[src/core/lcsc_consts.vh]
`ifndef LCSC_CONSTS_VH
`define LCSC_CONSTS_VH

// register byte offsets
`define LCSC_ADDR_CFG_A 6'h00
`define LCSC_ADDR_CFG_B 6'h04
`define LCSC_ADDR_STATUS_FIRST 6'h08
`define LCSC_ADDR_STATUS_SECOND 6'h0C
`define LCSC_ADDR_IRQ 6'h10
`define LCSC_ADDR_MASK 6'h14

// configuration A field positions
`define LCSC_CFGA_EN_BIT 0
`define LCSC_CFGA_PQRATE_BIT 1
`define LCSC_CFGA_PQTHR_LSB 2
`define LCSC_CFGA_VFLOOR_LSB 5
`define LCSC_CFGA_TJLIM_LSB 8
`define LCSC_CFGA_TERM_LSB 11
`define LCSC_CFGA_SAFETY_LSB 13
`define LCSC_CFGA_TOPOFF_LSB 15
`define LCSC_CFGA_MASK 32'h0003FFFF
// configuration B field positions
`define LCSC_CFGB_CURR_LSB 0
`define LCSC_CFGB_VOLT_LSB 8
`define LCSC_CFGB_MASK 32'h00003F3F

// reset values
`define LCSC_CFGA_RESET 32'h00002001
`define LCSC_CFGB_RESET 32'h00000F0F
`define LCSC_MASK_RESET 4'hF
// pin synchroniser start value: bit 0 reads as input under lockout
`define LCSC_SYNC_RESET 13'h0001

// irq bit positions
`define LCSC_IRQ_INPUT 0
`define LCSC_IRQ_LOAD 1
`define LCSC_IRQ_THERMAL 2
`define LCSC_IRQ_STATE 3

// input quality codes
`define LCSC_QUAL_UNDER 2'h0
`define LCSC_QUAL_OVER 2'h1
`define LCSC_QUAL_OK 2'h3

// timing
`define LCSC_CLK_HZ 10000000
`define LCSC_MINUTE_S 60
`define LCSC_MINUTE_CYCLES (`LCSC_CLK_HZ * `LCSC_MINUTE_S)
`define LCSC_PQ_TIME_MIN 30
`define LCSC_SAFETY_BASE_H 3
`define LCSC_SAFETY_STEP_H 2
`define LCSC_MIN_PER_H 60
`define LCSC_TOPOFF_STEP_MIN 5

`endif

[src/core/lcsc_charger.v]
// The implementer's own choices: the AXI4-Lite register port and the register addresses.
`timescale 1ns/10ps
`include "lcsc_consts.vh"
module lcsc_charger #(
    parameter [31:0] MINUTE_CYCLES = `LCSC_MINUTE_CYCLES
) (
    clk,
    nrst,
    s_axi_awaddr,
    s_axi_awvalid,
    s_axi_awready,
    s_axi_wdata,
    s_axi_wstrb,
    s_axi_wvalid,
    s_axi_wready,
    s_axi_bresp,
    s_axi_bvalid,
    s_axi_bready,
    s_axi_araddr,
    s_axi_arvalid,
    s_axi_arready,
    s_axi_rdata,
    s_axi_rresp,
    s_axi_rvalid,
    s_axi_rready,
    inputUnder,
    inputOver,
    battAboveRestart,
    battAbovePq,
    battAtTarget,
    currBelowTerm,
    currBelowFifth,
    supplementActive,
    inputLoopActive,
    loadLoopActive,
    dieThrottleActive,
    battTempFault,
    battTempModified,
    battConnect,
    chargeOn,
    prechargeRate,
    holdVoltage,
    modifiedParams,
    prechargeRateSel,
    prechargeThresholdSel,
    inputVoltageFloorSel,
    dieTempLimitSel,
    termSel,
    fastCurrentSel,
    targetVoltageSel,
    chargerIrq
);
    input wire clk;
    input wire nrst;
    input wire [5:0] s_axi_awaddr;
    input wire s_axi_awvalid;
    output reg s_axi_awready;
    input wire [31:0] s_axi_wdata;
    input wire [3:0] s_axi_wstrb;
    input wire s_axi_wvalid;
    output reg s_axi_wready;
    output reg [1:0] s_axi_bresp;
    output reg s_axi_bvalid;
    input wire s_axi_bready;
    input wire [5:0] s_axi_araddr;
    input wire s_axi_arvalid;
    output reg s_axi_arready;
    output reg [31:0] s_axi_rdata;
    output reg [1:0] s_axi_rresp;
    output reg s_axi_rvalid;
    input wire s_axi_rready;
    input wire inputUnder;
    input wire inputOver;
    input wire battAboveRestart;
    input wire battAbovePq;
    input wire battAtTarget;
    input wire currBelowTerm;
    input wire currBelowFifth;
    input wire supplementActive;
    input wire inputLoopActive;
    input wire loadLoopActive;
    input wire dieThrottleActive;
    input wire battTempFault;
    input wire battTempModified;
    output reg battConnect;
    output reg chargeOn;
    output reg prechargeRate;
    output reg holdVoltage;
    output reg modifiedParams;
    output reg prechargeRateSel;
    output reg [2:0] prechargeThresholdSel;
    output reg [2:0] inputVoltageFloorSel;
    output reg [2:0] dieTempLimitSel;
    output reg [1:0] termSel;
    output reg [5:0] fastCurrentSel;
    output reg [5:0] targetVoltageSel;
    output reg chargerIrq;

    localparam [3:0] ST_OFF = 4'h0;
    localparam [3:0] ST_PRE = 4'h1;
    localparam [3:0] ST_CC = 4'h2;
    localparam [3:0] ST_CC_MOD = 4'h3;
    localparam [3:0] ST_CV = 4'h4;
    localparam [3:0] ST_CV_MOD = 4'h5;
    localparam [3:0] ST_TOPOFF = 4'h6;
    localparam [3:0] ST_DONE = 4'h7;
    localparam [3:0] ST_FRESH = 4'h8;
    localparam [3:0] ST_PQ_FAULT = 4'h9;
    localparam [3:0] ST_FC_FAULT = 4'hA;
    localparam [3:0] ST_TEMP_FAULT = 4'hB;

    localparam [1:0] RESP_OKAY = 2'h0;
    localparam [1:0] RESP_SLVERR = 2'h2;
    localparam [31:0] PQ_LIMIT_WIDE = `LCSC_PQ_TIME_MIN;
    localparam [5:0] PQ_LIMIT = PQ_LIMIT_WIDE[5:0];
    localparam NSYNC = 13;

    ////////////////////////////////////////////////////////////////////////////
    // functions

    function isFast;
        input [3:0] st;
        begin
            isFast = (st == ST_CC) || (st == ST_CC_MOD) || (st == ST_CV) || (st == ST_CV_MOD);
        end
    endfunction

    function isCharging;
        input [3:0] st;
        begin
            isCharging = isFast(st) || (st == ST_PRE) || (st == ST_TOPOFF);
        end
    endfunction

    function [31:0] applyStrb;
        input [31:0] old;
        input [31:0] data;
        input [3:0] strb;
        integer i;
        begin
            applyStrb = old;
            for (i = 0; i < 4; i = i + 1) begin
                if (strb[i]) begin
                    applyStrb[i*8 +: 8] = data[i*8 +: 8];
                end
            end
        end
    endfunction

    // safety limit in minutes: 3, 5 or 7 hours
    function [8:0] safetyLimit;
        input [1:0] sel;
        reg [31:0] hours;
        reg [31:0] minutes;
        begin
            hours = `LCSC_SAFETY_BASE_H + `LCSC_SAFETY_STEP_H * ({30'd0, sel} - 32'd1);
            minutes = hours * `LCSC_MIN_PER_H;
            safetyLimit = minutes[8:0];
        end
    endfunction

    ////////////////////////////////////////////////////////////////////////////
    // pin synchronisers

    reg [NSYNC-1:0] syncA_reg;
    reg [NSYNC-1:0] syncB_reg;
    wire [NSYNC-1:0] pinsRaw;
    assign pinsRaw = {battTempModified, battTempFault, dieThrottleActive, loadLoopActive,
                      inputLoopActive, supplementActive, currBelowFifth, currBelowTerm,
                      battAtTarget, battAbovePq, battAboveRestart, inputOver, inputUnder};

    always @(posedge clk or negedge nrst) begin
        if (!nrst) begin
            // input reads invalid until real pin levels pass both flops, so no charge blip
            syncA_reg <= `LCSC_SYNC_RESET;
            syncB_reg <= `LCSC_SYNC_RESET;
        end else begin
            syncA_reg <= pinsRaw;
            syncB_reg <= syncA_reg;
        end
    end

    wire sUnder = syncB_reg[0];
    wire sOver = syncB_reg[1];
    wire sAboveRestart = syncB_reg[2];
    wire sAbovePq = syncB_reg[3];
    wire sAtTarget = syncB_reg[4];
    wire sBelowTerm = syncB_reg[5];
    wire sBelowFifth = syncB_reg[6];
    wire sSupplement = syncB_reg[7];
    wire sInputLoop = syncB_reg[8];
    wire sLoadLoop = syncB_reg[9];
    wire sThrottle = syncB_reg[10];
    wire sTempFault = syncB_reg[11];
    wire sTempMod = syncB_reg[12];
    wire inputValid = !sUnder && !sOver;

    ////////////////////////////////////////////////////////////////////////////
    // registers

    reg [31:0] cfgA_reg;
    reg [31:0] cfgB_reg;
    reg [3:0] irq_reg;
    reg [3:0] mask_reg;
    reg [3:0] state_reg;
    reg [3:0] state_next;
    reg [3:0] saved_reg;
    reg [5:0] pqMin_reg;
    reg [8:0] safetyMin_reg;
    reg [5:0] topMin_reg;
    reg [2:0] loopPrev_reg;
    reg [5:0] awAddr_reg;
    reg [31:0] wData_reg;
    reg [3:0] wStrb_reg;
    wire minuteTick;

    wire chgEn = cfgA_reg[`LCSC_CFGA_EN_BIT];
    wire [1:0] safetySel = cfgA_reg[`LCSC_CFGA_SAFETY_LSB +: 2];
    wire [2:0] topSel = cfgA_reg[`LCSC_CFGA_TOPOFF_LSB +: 3];
    wire [31:0] topLimitWide = {29'h0, topSel} * `LCSC_TOPOFF_STEP_MIN;
    wire [5:0] topLimit = topLimitWide[5:0];
    wire pqExpired = pqMin_reg >= PQ_LIMIT;
    wire safetyExpired = (safetySel != 2'h0)
                         && (safetyMin_reg >= safetyLimit(safetySel));
    wire topExpired = topMin_reg >= topLimit;
    wire safetyPaused = (((state_reg == ST_CC) || (state_reg == ST_CC_MOD)) && sBelowFifth)
                        || sSupplement || (state_reg == ST_TEMP_FAULT);
    wire [3:0] ccState = sTempMod ? ST_CC_MOD : ST_CC;
    wire [3:0] cvState = sTempMod ? ST_CV_MOD : ST_CV;
    wire [3:0] startState = sAbovePq ? ccState : ST_PRE;
    wire [1:0] qualCode = sUnder ? `LCSC_QUAL_UNDER : (sOver ? `LCSC_QUAL_OVER : `LCSC_QUAL_OK);

    lcsc_minute_tick #(
        .MINUTE_CYCLES(MINUTE_CYCLES)
    ) u_tick (
        .clk(clk),
        .nrst(nrst),
        .tick(minuteTick)
    );

    ////////////////////////////////////////////////////////////////////////////
    // charge state machine

    always @* begin
        state_next = state_reg;
        case (state_reg)
            ST_OFF: begin
                state_next = sAboveRestart ? ST_FRESH : startState;
            end
            ST_FRESH, ST_DONE: begin
                if (!sAboveRestart) begin
                    state_next = startState;
                end
            end
            ST_PRE: begin
                if (pqExpired) begin
                    state_next = ST_PQ_FAULT;
                end else if (sAbovePq) begin
                    state_next = ccState;
                end
            end
            ST_CC, ST_CC_MOD: begin
                if (safetyExpired) begin
                    state_next = ST_FC_FAULT;
                end else if (sAtTarget) begin
                    state_next = cvState;
                end else begin
                    state_next = ccState;
                end
            end
            ST_CV, ST_CV_MOD: begin
                if (safetyExpired) begin
                    state_next = ST_FC_FAULT;
                end else if (sBelowTerm) begin
                    state_next = ST_TOPOFF;
                end else begin
                    state_next = cvState;
                end
            end
            ST_TOPOFF: begin
                if (topExpired) begin
                    state_next = ST_DONE;
                end
            end
            ST_PQ_FAULT, ST_FC_FAULT: begin
                state_next = state_reg;
            end
            ST_TEMP_FAULT: begin
                if (!sTempFault) begin
                    state_next = saved_reg;
                end
            end
            default: begin
                state_next = ST_OFF;
            end
        endcase
        if (isCharging(state_reg) && sTempFault) begin
            state_next = ST_TEMP_FAULT;
        end
        if (!inputValid || !chgEn) begin
            state_next = ST_OFF;
        end
    end

    always @(posedge clk or negedge nrst) begin
        if (!nrst) begin
            state_reg <= ST_OFF;
            saved_reg <= ST_OFF;
        end else begin
            state_reg <= state_next;
            if (state_next == ST_TEMP_FAULT && state_reg != ST_TEMP_FAULT) begin
                saved_reg <= state_reg;
            end
        end
    end

    ////////////////////////////////////////////////////////////////////////////
    // timers; minute granularity, first tick may come early by up to a minute

    wire leavingTemp = (state_reg == ST_TEMP_FAULT) && (state_next != ST_TEMP_FAULT);

    always @(posedge clk or negedge nrst) begin
        if (!nrst) begin
            pqMin_reg <= 6'h00;
            safetyMin_reg <= 9'h000;
            topMin_reg <= 6'h00;
        end else begin
            if (state_next == ST_PRE && state_reg != ST_PRE && state_reg != ST_TEMP_FAULT) begin
                pqMin_reg <= 6'h00;
            end else if (state_reg == ST_PRE && minuteTick && pqMin_reg != 6'h3F) begin
                pqMin_reg <= pqMin_reg + 6'h01;
            end
            if (leavingTemp
                || (isFast(state_next) && !isFast(state_reg) && state_reg != ST_TEMP_FAULT)) begin
                safetyMin_reg <= 9'h000;
            end else if (isFast(state_reg) && !safetyPaused && minuteTick
                         && safetyMin_reg != 9'h1FF) begin
                safetyMin_reg <= safetyMin_reg + 9'h001;
            end
            if (leavingTemp || (state_next == ST_TOPOFF && state_reg != ST_TOPOFF)) begin
                topMin_reg <= 6'h00;
            end else if (state_reg == ST_TOPOFF && minuteTick && topMin_reg != 6'h3F) begin
                topMin_reg <= topMin_reg + 6'h01;
            end
        end
    end

    ////////////////////////////////////////////////////////////////////////////
    // power path controls and configuration outputs

    always @(posedge clk or negedge nrst) begin
        if (!nrst) begin
            battConnect <= 1'b1;
            chargeOn <= 1'b0;
            prechargeRate <= 1'b0;
            holdVoltage <= 1'b0;
            modifiedParams <= 1'b0;
        end else begin
            if (!inputValid) begin
                battConnect <= 1'b1;
            end else begin
                battConnect <= isCharging(state_reg);
            end
            chargeOn <= isCharging(state_reg);
            prechargeRate <= state_reg == ST_PRE;
            holdVoltage <= (state_reg == ST_CV) || (state_reg == ST_CV_MOD)
                           || (state_reg == ST_TOPOFF);
            modifiedParams <= (state_reg == ST_CC_MOD) || (state_reg == ST_CV_MOD);
        end
    end

    always @(posedge clk or negedge nrst) begin
        if (!nrst) begin
            prechargeRateSel <= 1'b0;
            prechargeThresholdSel <= 3'h0;
            inputVoltageFloorSel <= 3'h0;
            dieTempLimitSel <= 3'h0;
            termSel <= 2'h0;
            fastCurrentSel <= 6'h00;
            targetVoltageSel <= 6'h00;
        end else begin
            prechargeRateSel <= cfgA_reg[`LCSC_CFGA_PQRATE_BIT];
            prechargeThresholdSel <= cfgA_reg[`LCSC_CFGA_PQTHR_LSB +: 3];
            inputVoltageFloorSel <= cfgA_reg[`LCSC_CFGA_VFLOOR_LSB +: 3];
            dieTempLimitSel <= cfgA_reg[`LCSC_CFGA_TJLIM_LSB +: 3];
            termSel <= cfgA_reg[`LCSC_CFGA_TERM_LSB +: 2];
            fastCurrentSel <= cfgB_reg[`LCSC_CFGB_CURR_LSB +: 6];
            targetVoltageSel <= cfgB_reg[`LCSC_CFGB_VOLT_LSB +: 6];
        end
    end

    ////////////////////////////////////////////////////////////////////////////
    // events; a new event beats a clear in the same cycle

    wire [3:0] irqEvent;
    assign irqEvent[`LCSC_IRQ_INPUT] = sInputLoop && !loopPrev_reg[0];
    assign irqEvent[`LCSC_IRQ_LOAD] = sLoadLoop != loopPrev_reg[1];
    assign irqEvent[`LCSC_IRQ_THERMAL] = sThrottle != loopPrev_reg[2];
    assign irqEvent[`LCSC_IRQ_STATE] = state_next != state_reg;

    wire doWrite = !s_axi_awready && !s_axi_wready && !s_axi_bvalid;
    wire [3:0] irqClear = (doWrite && awAddr_reg == `LCSC_ADDR_IRQ && wStrb_reg[0])
                          ? wData_reg[3:0] : 4'h0;

    always @(posedge clk or negedge nrst) begin
        if (!nrst) begin
            loopPrev_reg <= 3'h0;
            irq_reg <= 4'h0;
            chargerIrq <= 1'b0;
        end else begin
            loopPrev_reg <= {sThrottle, sLoadLoop, sInputLoop};
            irq_reg <= (irq_reg & ~irqClear) | irqEvent;
            chargerIrq <= |(irq_reg & mask_reg);
        end
    end

    ////////////////////////////////////////////////////////////////////////////
    // AXI4-Lite slave

    wire mapped = (awAddr_reg == `LCSC_ADDR_CFG_A) || (awAddr_reg == `LCSC_ADDR_CFG_B)
                  || (awAddr_reg == `LCSC_ADDR_STATUS_FIRST)
                  || (awAddr_reg == `LCSC_ADDR_STATUS_SECOND)
                  || (awAddr_reg == `LCSC_ADDR_IRQ) || (awAddr_reg == `LCSC_ADDR_MASK);

    always @(posedge clk or negedge nrst) begin
        if (!nrst) begin
            s_axi_awready <= 1'b1;
            s_axi_wready <= 1'b1;
            s_axi_bvalid <= 1'b0;
            s_axi_bresp <= RESP_OKAY;
            awAddr_reg <= 6'h00;
            wData_reg <= 32'h00000000;
            wStrb_reg <= 4'h0;
            cfgA_reg <= `LCSC_CFGA_RESET;
            cfgB_reg <= `LCSC_CFGB_RESET;
            mask_reg <= `LCSC_MASK_RESET;
        end else begin
            if (s_axi_awvalid && s_axi_awready) begin
                awAddr_reg <= {s_axi_awaddr[5:2], 2'b00};
                s_axi_awready <= 1'b0;
            end
            if (s_axi_wvalid && s_axi_wready) begin
                wData_reg <= s_axi_wdata;
                wStrb_reg <= s_axi_wstrb;
                s_axi_wready <= 1'b0;
            end
            if (doWrite) begin
                s_axi_bvalid <= 1'b1;
                s_axi_bresp <= mapped ? RESP_OKAY : RESP_SLVERR;
                if (awAddr_reg == `LCSC_ADDR_CFG_A) begin
                    cfgA_reg <= applyStrb(cfgA_reg, wData_reg, wStrb_reg) & `LCSC_CFGA_MASK;
                end
                if (awAddr_reg == `LCSC_ADDR_CFG_B) begin
                    cfgB_reg <= applyStrb(cfgB_reg, wData_reg, wStrb_reg) & `LCSC_CFGB_MASK;
                end
                if (awAddr_reg == `LCSC_ADDR_MASK && wStrb_reg[0]) begin
                    mask_reg <= wData_reg[3:0];
                end
            end
            if (s_axi_bvalid && s_axi_bready) begin
                s_axi_bvalid <= 1'b0;
                s_axi_awready <= 1'b1;
                s_axi_wready <= 1'b1;
            end
        end
    end

    reg [31:0] readData;
    reg readOk;
    always @* begin
        readData = 32'h00000000;
        readOk = 1'b1;
        case ({s_axi_araddr[5:2], 2'b00})
            `LCSC_ADDR_CFG_A: readData = cfgA_reg;
            `LCSC_ADDR_CFG_B: readData = cfgB_reg;
            `LCSC_ADDR_STATUS_FIRST: begin
                readData = {29'h0, sThrottle, sLoadLoop, sInputLoop};
            end
            `LCSC_ADDR_STATUS_SECOND: begin
                readData = {25'h0, qualCode, safetyPaused, state_reg};
            end
            `LCSC_ADDR_IRQ: readData = {28'h0, irq_reg};
            `LCSC_ADDR_MASK: readData = {28'h0, mask_reg};
            default: readOk = 1'b0;
        endcase
    end

    always @(posedge clk or negedge nrst) begin
        if (!nrst) begin
            s_axi_arready <= 1'b1;
            s_axi_rvalid <= 1'b0;
            s_axi_rdata <= 32'h00000000;
            s_axi_rresp <= RESP_OKAY;
        end else if (s_axi_arvalid && s_axi_arready) begin
            s_axi_arready <= 1'b0;
            s_axi_rvalid <= 1'b1;
            s_axi_rdata <= readData;
            s_axi_rresp <= readOk ? RESP_OKAY : RESP_SLVERR;
        end else if (s_axi_rvalid && s_axi_rready) begin
            s_axi_rvalid <= 1'b0;
            s_axi_arready <= 1'b1;
        end
    end
endmodule // lcsc_charger

[src/core/lcsc_minute_tick.v]
`timescale 1ns/10ps
// one-cycle pulse every MINUTE_CYCLES clocks
module lcsc_minute_tick #(
    parameter [31:0] MINUTE_CYCLES = 32'd600000000
) (
    clk,
    nrst,
    tick
);
    input wire clk;
    input wire nrst;
    output reg tick;

    reg [31:0] count_reg;

    always @(posedge clk or negedge nrst) begin
        if (!nrst) begin
            count_reg <= 32'h00000000;
            tick <= 1'b0;
        end else if (count_reg >= MINUTE_CYCLES - 32'd1) begin
            count_reg <= 32'h00000000;
            tick <= 1'b1;
        end else begin
            count_reg <= count_reg + 32'd1;
            tick <= 1'b0;
        end
    end
endmodule // lcsc_minute_tick

[config.mk]
export PLATFORM = sky130hd
export DESIGN_NAME = lcsc_charger
export DESIGN_NICKNAME = d
export VERILOG_FILES = /design/src/core/lcsc_charger.v /design/src/core/lcsc_minute_tick.v
export VERILOG_INCLUDE_DIRS = /design/src /design/src/core
export SDC_FILE = /design/constraint.sdc
export NUM_CORES = 1
export LEC_CHECK = 0
export BUFFER_PORTS_ARGS = -buffer_cell sky130_fd_sc_hd__buf_2
export CAP_MARGIN = 40
export CORE_MARGIN = 8
export CORE_UTILIZATION = 52
export CTS_BUF_LIST = sky130_fd_sc_hd__clkbuf_16
export DETAILED_ROUTE_END_ITERATION = 8
export PLACE_DENSITY = 0.87
export SLEW_MARGIN = 20
export SYNTH_ARGS = -nofsm -noshare
export SYNTH_HDL_FRONTEND = slang
export SYNTH_HIERARCHICAL = 1
export SYNTH_SLANG_ARGS = --single-unit
[constraint.sdc]
create_clock -name clk -period 3.3 [get_ports clk]
set_clock_uncertainty 0.2 [all_clocks]
set_input_delay 0 -clock clk [delete_from_list [all_inputs] [get_ports clk]]
set_output_delay 0 -clock clk [all_outputs]
set_load 0.05 [all_outputs]
* Yosys cells after proc, flatten, opt, wreduce, memory -nomap -nowiden
Cells that the tools add are included.
** Word-level totals
- Register bits after elaboration :: 225
- Input port bits :: 68
- Output and inout port bits :: 71
- Logic and storage cells :: 220
** Cells by class
- $add $sub $neg :: 6
- Multipliers :: 2
- Order comparisons :: 4
- Eq/ne operators :: 38
- Mux-type cells :: 42
- Bitwise operators :: 4
- Reduce and logical (&&, ||, !) cells :: 83
** Operators with widths (number)
- case mux 18 bit (6 select lines) :: 1
- == test 4 x 3 -> 1 bit (second input constant) :: 11
- two-way mux 4 bit :: 11
- adder 32 x 1 -> 32 bit (second input constant) :: 1
- == test 4 x 2 -> 1 bit (second input constant) :: 8
- greater-or-equal comparator 32 x 30 -> 1 bit (second input constant) :: 1
- multiplier 32 x 4 -> 7 bit (second input constant) :: 1
- two-way mux 32 bit :: 1
- case mux 4 bit (8 select lines) :: 1
- logical AND 1 bit :: 29
- two-way mux 6 bit :: 4
- logical OR 1 bit :: 21
- == test 4 bit (second input constant) :: 5
- two-way mux 9 bit :: 2
- == test 4 x 1 -> 1 bit (second input constant) :: 4
- nonzero test 2 bit :: 8
- two-way mux 1 bit :: 15
- AND reduction 3 bit :: 5
- adder 6 x 1 -> 6 bit (second input constant) :: 2
- two-way mux 2 bit :: 6
- != test 6 bit (second input constant) :: 2
- logical NOT 1 bit :: 10
- adder 9 x 1 -> 9 bit (second input constant) :: 1
- greater-or-equal comparator 9 bit :: 1
- other kinds (21) :: 28

* Longest topological paths before layout
Gate-level depths: netlist of run 1.
- Depth in word-level cells :: 17
- Gate-level depth with buffers :: 15
- Depth with buffers taken out :: 14

* Modules after synthesis
The synthesis of run 1 kept the hierarchy.
** By module, submodules not included
- lcsc_charger :: times used 1, cells each 638, area each 7679.9 µm², sequential area each 4429.2 µm²
- lcsc_minute_tick :: times used 1, cells each 178, area each 1727.9 µm², sequential area each 825.8 µm²

* Worst setup path after synthesis of run 1
No wires, ideal clock.
- Path kind :: register to register
- Start :: reg cfgA_reg[13]
- End :: reg topMin_reg[0]
- Setup time :: 0.136 ns
- Arrival time :: 2.995 ns
- Data required time :: 2.964 ns
- Setup slack :: -0.030 ns
- Stages on the path, launching flop included :: 14
- Buffers on the path :: 0
- Period minus slack after synthesis :: 3.330 ns
- Cells stage by stage :: dfstp_2 inv_1 ha_1 xor2_1 nor2_1 xnor2_1 ha_1 nand4_1 nor4_1 nor3_1 nor4_1 nand2_1 o41ai_4 a21oi_1
** On the way
- Word-level cells in the longest chain between the ends :: 13
- Elaborated cells on any way between the ends :: 18
- Classes of those cells :: add/sub (2); mul (1); order compare (1); eq/ne (2); mux (6); reduce/logical (6)
** Ends and longest elaborated chain
- start: declaration :: line lcsc_charger.v:201 : reg [31:0] cfgA_reg;
- start signal: assignment :: line lcsc_charger.v:434 : cfgA_reg <= `LCSC_CFGA_RESET;
- start signal: assignment :: line lcsc_charger.v:451 : cfgA_reg <= applyStrb(cfgA_reg, wData_reg, wStrb_reg) & `LCSC_CFGA_MASK;
- subtractor 2 x 1 -> 3 bit :: line lcsc_charger.v:156 : hours = `LCSC_SAFETY_BASE_H + `LCSC_SAFETY_STEP_H * ({30'd0, sel} - 32'd1);
- adder 3 x 4 -> 5 bit (no line)
- multiplier 32 x 4 -> 7 bit (no line)
- greater-or-equal comparator 9 bit :: line lcsc_charger.v:224 : && (safetyMin_reg >= safetyLimit(safetySel));
- logical AND 1 bit * :: line lcsc_charger.v:224
- two-way mux 4 bit, on equally long branches :: line lcsc_charger.v:272, lcsc_charger.v:263
- case mux 4 bit (8 select lines) * :: line lcsc_charger.v:246 : case (state_reg)
- two-way mux 4 bit * :: line lcsc_charger.v:297 : if (isCharging(state_reg) && sTempFault) begin
- two-way mux 4 bit * :: line lcsc_charger.v:300 : if (!inputValid || !chgEn) begin
- != test 4 bit or == test 4 x 3 -> 1 bit (tied branches) :: line lcsc_charger.v:320, lcsc_charger.v:340
- logical AND 1 bit, on equally long branches :: line lcsc_charger.v:320, lcsc_charger.v:340
- logical OR 1 bit * :: line lcsc_charger.v:340 : if (leavingTemp || (state_next == ST_TOPOFF && state_reg != ST_TOPOFF)) begin
- two-way mux 6 bit or nonzero test 2 bit (tied branches)
- end signal: assignment :: line lcsc_charger.v:343 : topMin_reg <= topMin_reg + 6'h01;
- end: declaration :: line lcsc_charger.v:210 : reg [5:0] topMin_reg;
Every way passes the cells marked *; elsewhere a longest branch is shown, timed or not.
A chain may end at the register's enable or synchronous reset.

* Worst setup path in the final report of run 1
- Start :: reg cfgA_reg[13]
- End :: reg pqMin_reg[1]
** On the way
- Word-level cells in the longest chain between the ends :: 13
- Elaborated cells on any way between the ends :: 16
- Classes of those cells :: add/sub (2); mul (1); order compare (1); eq/ne (1); mux (6); reduce/logical (5)
** Ends and longest elaborated chain
- subtractor 2 x 1 -> 3 bit :: line lcsc_charger.v:156
- adder 3 x 4 -> 5 bit (no line)
- multiplier 32 x 4 -> 7 bit (no line)
- greater-or-equal comparator 9 bit :: line lcsc_charger.v:224
- logical AND 1 bit * :: line lcsc_charger.v:224
- two-way mux 4 bit, on equally long branches :: line lcsc_charger.v:272, lcsc_charger.v:263
- case mux 4 bit (8 select lines) * :: line lcsc_charger.v:246
- two-way mux 4 bit * :: line lcsc_charger.v:297
- two-way mux 4 bit * :: line lcsc_charger.v:300
- net state_next[1] :: line lcsc_charger.v:206 : reg [3:0] state_next;
- == test 4 x 1 -> 1 bit * :: line lcsc_charger.v:328 : if (state_next == ST_PRE && state_reg != ST_PRE && state_reg != ST_TEMP_FAULT) begin
- logical AND 1 bit * (2 in a row) :: line lcsc_charger.v:328
- two-way mux 6 bit or nonzero test 2 bit (tied branches)
- end signal: assignment :: line lcsc_charger.v:331 : pqMin_reg <= pqMin_reg + 6'h01;
- end: declaration :: line lcsc_charger.v:208 : reg [5:0] pqMin_reg;
The timed path passes the listed nets; every way through them passes the cells marked *.

==> results by group, run 1 <==
Synth
  – Synth cell types: 78
  – Seq cells post-synth: roughly 210
  – Synth top cells by count: dfrtp_1 (189), nand2_1 (73), mux2_2 (51), a21oi_1 (46), o21ai_0 (46)
  – Synth Area in Compound Gates: 0.110
  – Share of the synthesized area in the top cell type: 0.503
  – Synth Cell Area: approximately 0.0094 sq mm
  – Number of flops mapped to enable cells by yosys: 0
  – Largest family of logic cells by synthesized area: simple AND/OR/NAND/NOR gates
  – Area share of fa/ha/maj cells after synthesis: 0.0332
  – Mux contribution to synthesized area: 0.0762
  – Synthesis Warnings: 6
  – Mean post-synth cell area: around 12 sq um
  – Seq/Total Area, Yosys: 0.559
  – Simple-Gate Fraction of Synth Area: 0.138
  – Synth area leaders: dfrtp_1 (50%), mux2_2 (6.1%), dfstp_2 (5.6%), ha_1 (3.3%), nand2_1 (2.9%)
  – Post-synth ARST share: 1.00
  – Post-Synthesis Cells: slightly above 800
  – Main synth FF type: dfrtp_1
  – Synth area leader: dfrtp_1
  – Xor/xnor share of the synthesized area: 0.0372
  – Count leader, synth: dfrtp_1

Critical path
  – Reg2reg start: cfgA_reg[13]
  – CP max FO: 6
  – Crit path launch: cfgA_reg[13]
  – Crit Path Category: flop to flop
  – CP startpoint kind: flop
  – Worst Path Arrival: roughly 3800 ps
  – Crit path capture type: flop
  – WP data required: roughly 3500 ps

GRT
  – Tot GR Track Use: 0.224
  – Met3 Use GR: 0.0424
  – Vias in the first global route: approximately 7.7k
  – Total gr overflow: 0
  – Wire length of the first global-routing pass: approximately 40 mm
  – Met2 Track Usage GR: 0.384
  – Antenna violations before repair: 1
  – Met1 GRT Util: 0.269
  – Largest net degree at the start of global routing: 80
  – Top Usage Layer GRT: met2

Detailed routing
  – DR DRC count: 0
  – Post-route ant nets: 0
  – Final wirelength: between 20 and 30 mm
  – Mean routed wirelength per cell: about 21 microns
  – Via Count: ~7.6k
  – First drt pass iteration count: 6
  – Drt initial violations: around 750
  – DR vias/cell: roughly 6

Outcome
  – Outcome: complete, but fails checks
  – Failing checks: negative setup slack

Floorplan
  – Die height: roughly 150 microns
  – Die area: 0.0227 sq mm
  – Core Area: between 0.015 and 0.02 sq mm
  – Initial Utilization: 0.527
  – IO Count: 139
  – Row count: 49
  – Die Width: ~150 microns

Cells and area
  – # fillers: about 1.2k
  – Fin area: 0.0118 sq mm
  – Layout cells sized above 1: 0.278
  – Layout area overhead: 25.6%
  – Largest register FFs: 32
  – Non-Filler Instances: 1,263
  – Final #Nets: ~1.1k

Clocking
  – CTS Buf Count: 22
  – CTS sink cnt: about 210
  – CTS tree: built
  – Clock latency on the worst-skew pair: 510 ps
  – Maximum root-to-sink buffer count: 3
  – Worst-path clk slew: 60 ps
  – H-tree Lvls: 1
  – Clock Root Buffer: clkbuf_16

Placed design
  – I/O Buffers: about 100
  – Placer Congestion: between 0.9 and 1
  – HPWL after detailed placement: approximately 15 mm
  – Placed instance area: between 0.01 and 0.015 sq mm
  – Placed Cells: 1,144

Pwr
  – P_leak: 5.48 nW
  – PwrDens: between 600 and 700 mW/mm^2
  – VDD IR max: 0.000626 V

STA
  – Max-slew violations: 0
  – Post-route setup slack: -307 ps
  – Worst Tran Pin Value: between 700 and 800 ps
  – Hold Vio Cnt, Final: 0
  – Final min period: approximately 3600 ps
  – Peak Freq: 277 MHz
  – RSZ-0062 raised after global routing: true
  – Final Cycle Share: 1.09
  – Final setup fails: 26
  – Max transition margin: 0.497

Worst hold path
  – HP Start: s_axi_rready
  – Worst hold path class: primary input to flop

Run
  – Max_cap viols: 0
[routing by layer]
layer / part of all wire / vias to the layer above
met3: 0.081 / 138
met1: 0.37 / 3740
met4: 0.050 / 0
met2: 0.50 / 460
li1: - / 3283
met5: 0 / -
[cell families after synthesis]
| kind of cell | Yosys count |
|---|---|
| adder cells (fa/ha/maj) | 25 |
| buffers and inverters | 79 |
| other | 2 |
| XOR/XNOR | 40 |
| multiplexers | 64 |
| AO/OA/AOI/OAI | 159 |
| AND/OR/NAND/NOR | 238 |
| flip-flops | 209 |
[power by group]
part	leakage [nW]	total, mW	switching [mW]	internal (mW)
logic	2.46	2.20	1.39	0.807
registers	2.66	3.56	0.412	3.15
clock network	0.358	2.44	1.02	1.42
[critical path, stage by stage, from the launching register on]
cell      delay, ps
dfstp_2         550
inv_4            50
ha_4            270
xor2_2          160
nor2_1           90
xnor2_1         190
ha_1            260
nand4_1         140
nor4_4           70
or2_4           280
buf_6           130
a21o_1          200
o21ai_4         240
buf_12          140
inv_6            40
nor4b_4         210
buf_4           180
a211oi_2         40
[path summary, 6_finish.rpt]
kind,cells past startpoint,to,slack (ps)
max in group asynchronous,4,u_tick/count_reg[6],2020
hold / removal,3,s_axi_rvalid,50
setup / recovery,17,pqMin_reg[1],-310
setup reg to reg,17,pqMin_reg[1],-310
hold reg to reg,0,syncB_reg[8],140
min in group asynchronous,3,cfgB_reg[10],430
[area by class of cell]
class,instances,area [sq um],share of cell area
Sequential cell,209,5260,0.445
Multi-Input combinational cell,544,3910,0.331
Timing Repair Buffer,204,1520,0.128
Clock buffer,23,576,0.0487
Tap cell,229,287,0.0242
Inverter,34,135,0.0114
Clock inverter,17,134,0.0113
Antenna cell,3,7.51,0.000635
[placed cells by master (no fill, tap or decap), types with 6 or more instances in the layout]
master	n
o31ai_1	8
nand2_1	72
dlygate4sd3_1	66
dfstp_2	20
or3_1	13
clkbuf_16	23
inv_1	35
buf_4	25
and4_1	6
mux2_2	51
nor2_1	39
ha_1	24
a21oi_1	42
buf_2	103
dfrtp_1	189
a22oi_1	8
xor2_1	21
or4_1	9
o21ai_0	46
and3_1	8
conb_1	18
mux2i_1	12
nand4_1	18
nand3_1	14
xnor2_1	18
nor3_1	13
[repair_timing]
action	CTS	global route
setup endpoints to repair	26	26
pin swaps	23	7
setup buffers	5	4
hold endpoints to repair	252	0
hold buffers	67	0
cloned	1	0
resized for setup	14	15
[per-stage QoR]
step	setup WS [ps]	power, mW	hold slack [ps]	setup TNS, ps	utilization
final	-307	8.20	54.7	-6740	0.662
after CTS	-107	8.06	49.2	-1740	0.656
after floorplan	17.0	4.87	-496	0	-
after global routing	-383	8.51	74.1	-8890	0.662
after global placement	-87.1	5.37	-111	-1100	0.571
after detailed placement	-219	5.49	-98.5	-4540	0.572
Power figures use the tool's default switching activity.
==> run 2, diff against run 1 <==
--- a/config.mk
+++ b/config.mk
@@ -13,6 +13,7 @@
 export CTS_BUF_LIST = sky130_fd_sc_hd__clkbuf_16
 export DETAILED_ROUTE_END_ITERATION = 8
 export PLACE_DENSITY = 0.87
+export REMOVE_ABC_BUFFERS = 1
 export SLEW_MARGIN = 20
 export SYNTH_ARGS = -nofsm -noshare
 export SYNTH_HDL_FRONTEND = slang
==> results by group, run 2 (synthesized netlist as in run 1, its figures left out) <==
Cells and area
  – Final #Nets: 1,114 (was 1,108)
  – # fillers: 1,178 (was 1,170)
  – Layout cells sized above 1: 0.284 (was 0.278)
  – Largest register FFs: 32 (unchanged)
  – Fin area: 0.0119 sq mm (was 0.0118 sq mm)
  – Layout area overhead: 26.9% (was 25.6%)
  – Commonest cells after routing, fill and taps aside: dfrtp_1 (189), buf_2 (102), nand2_1 (72), dlygate4sd3_1 (68), mux2_2 (51) (was dfrtp_1 (189), buf_2 (103), nand2_1 (72), dlygate4sd3_1 (66), mux2_2 (51))
  – Most common cell after layout, fill and taps aside: dfrtp_1 (unchanged)

Clocking
  – Worst-path clk slew: 70 ps (was 60 ps)
  – Maximum root-to-sink buffer count: 3 (unchanged)
  – CTS sink cnt: 209 (unchanged)
  – CTS Buf Count: 22 (unchanged)
  – H-tree Lvls: 1 (unchanged)
  – Clock latency on the worst-skew pair: 510 ps (about the same)
  – CTS tree: built (unchanged)
  – Clock Root Buffer: clkbuf_16 (unchanged)

Critical path
  – Buf/Inv on CP: 5 (unchanged)
  – Crit path launch: cfgA_reg[13] (unchanged)
  – CP max FO: 6 (unchanged)
  – Crit Path Category: flop to flop (unchanged)
  – Max stage delay cell, worst path: dfstp_2 (unchanged)
  – Reg2reg start: cfgA_reg[13] (unchanged)
  – Worst Path Arrival: 3670 ps (was 3760 ps)
  – WP data required: 3460 ps (was 3450 ps)
  – Worst path most repeated cell: buf_4
  – CP Cell Sequence: inv_2 > ha_4 > xor2_2 > buf_4 > buf_4 > ha_1 > nor2_1 > nor4_4 > or2_4 > buf_6 > a211oi_4 > nand3_2 > nor4b_4 > buf_4 > a211oi_2 (was inv_4 > ha_4 > xor2_2 > nor2_1 > xnor2_1 > ha_1 > nand4_1 > nor4_4 > or2_4 > buf_6 > a21o_1 > o21ai_4 > buf_12 > inv_6 > nor4b_4 > buf_4 > a211oi_2)
  – Crit path largest cell delay: 540 ps (was 550 ps)
  – Crit path capture type: flop (unchanged)
  – CP startpoint kind: flop (unchanged)
  – Top delay family on crit path: simple AND/OR/NAND/NOR gates (unchanged)

Floorplan
  – Die height: 151 microns (unchanged)
  – Die Width: 151 microns (unchanged)
  – Initial Utilization: 0.527 (unchanged)
  – Row count: 49 (unchanged)
  – IO Count: 139 (unchanged)
  – Core Area: 0.0178 sq mm (unchanged)
  – Die area: 0.0227 sq mm (unchanged)

STA
  – Final Cycle Share: 1.07 (was 1.09)
  – Worst Tran Pin Value: 729 ps (was 751 ps)
  – Hold Vio Cnt, Final: 0 (unchanged)
  – Max transition margin: 0.511 (was 0.497)
  – Max-slew violations: 0 (unchanged)
  – Final min period: 3520 ps (was 3610 ps)
  – RSZ-0062 raised after global routing: true (unchanged)
  – Final setup fails: 26 (unchanged)
  – Post-route setup slack: -218 ps (was -307 ps)
  – Peak Freq: 284 MHz (was 277 MHz)

Outcome
  – Failing checks: negative setup slack (unchanged)
  – Outcome: complete, but fails checks (unchanged)

Placed design
  – HPWL after detailed placement: 15.0 mm (was 15.1 mm)
  – I/O Buffers: 103 (unchanged)
  – Pre-CTS WS: -305 ps (was -219 ps)
  – Placed instance area: 0.0102 sq mm (about the same)
  – Placer Congestion: 0.935 (was 0.931)

GRT
  – Largest net degree at the start of global routing: 84 (was 80)
  – Vias in the first global route: 7,862 (was 7,685)
  – Tot GR Track Use: 0.222 (was 0.224)
  – Total gr overflow: 0 (unchanged)
  – Antenna violations before repair: 0 (was 1)
  – Wire length of the first global-routing pass: 40.3 mm (was 40.2 mm)

Worst hold path
  – Worst hold path class: primary input to flop (unchanged)
  – HP Start: s_axi_rready (unchanged)

Pwr
  – PwrDens: 699 mW/mm^2 (was 694 mW/mm^2)
  – P_leak: 5.52 nW (was 5.48 nW)
  – Total chip power: 8.34 mW (was 8.20 mW)
  – VDD IR max: 0.000782 V (was 0.000626 V)

Detailed routing
  – Drt initial violations: 678 (was 745)
  – Mean routed wirelength per cell: 20.7 microns (was 20.9 microns)
  – Post-route ant nets: 0 (unchanged)
  – DR DRC count: 0 (unchanged)
  – First drt pass iteration count: 6 (unchanged)
  – DR vias/cell: 6.05 (was 6.03)
  – Via Count: 7,665 (was 7,621)
  – Final wirelength: 26.2 mm (was 26.4 mm)

Run
  – Max_cap viols: 0 (unchanged)
-- run 2: worst paths after layout --
check,endpoint,slack [ps],cells after the start
max,pqMin_reg[1],-220,15
max in group asynchronous,u_tick/count_reg[30],1730,4
min,s_axi_rvalid,40,3
min in group asynchronous,cfgB_reg[1],510,3
max reg2reg,pqMin_reg[1],-220,15
min reg2reg,syncB_reg[9],150,0
-- run 2: layer usage --
metal / global-route usage / vias up / share of wire
met1: 0.270 / 3791 / 0.36
met3: 0.0361 / 128 / 0.079
met5: 0 / - / 0
li1: - / 3298 / -
met4: 0.109 / 0 / 0.051
met2: 0.378 / 448 / 0.51
-- run 2: through the flow --
step	utilization	setup TNS [ps]	hold WS, ps	std cells
global route	0.669	-6560	34.7	1266
global placement	0.571	-792	-140	1143
finish	0.669	-3780	41.8	1267
CTS	0.658	-628	47.2	1256
detailed placement	0.571	-5620	-130	1144
floorplan	-	-818	-496	787
-- run 2: layout make-up --
cell class / instances / area (sq um) / area share
antenna: 1 / 2.50 / 0.000210
clock buffer: 23 / 576 / 0.0482
clock inverter: 17 / 156 / 0.0131
inverter: 34 / 133 / 0.0111
multi-input combinational: 545 / 3960 / 0.331
sequential: 209 / 5260 / 0.440
tap: 229 / 287 / 0.0240
timing repair buffer: 209 / 1570 / 0.132
-- run 2: worst register-to-register path, cell delays in order (launching register included) --
cell and delay, ps:
dfstp_2 540, inv_2 60, ha_4 210, xor2_2 150, buf_4 130, buf_4 120, ha_1 270, nor2_1 190
nor4_4 90, or2_4 280, buf_6 130, a211oi_4 290, nand3_2 140, nor4b_4 320, buf_4 210, a211oi_2 40
-- run 2: report_power, final --
group | internal [mW] | switching, mW
registers | 3.15 | 0.441
clock network | 1.50 | 1.03
logic | 0.821 | 1.40
total | 5.47 | 2.87
-- run 2: timing repair --
action	4_1_cts	5_1_grt
hold buffers	69	0
gates resized for setup	18	19
pin swaps	20	3
endpoints found under the setup margin	26	26
gates cloned	0	2
hold endpoints to repair	213	0
setup buffers	4	8
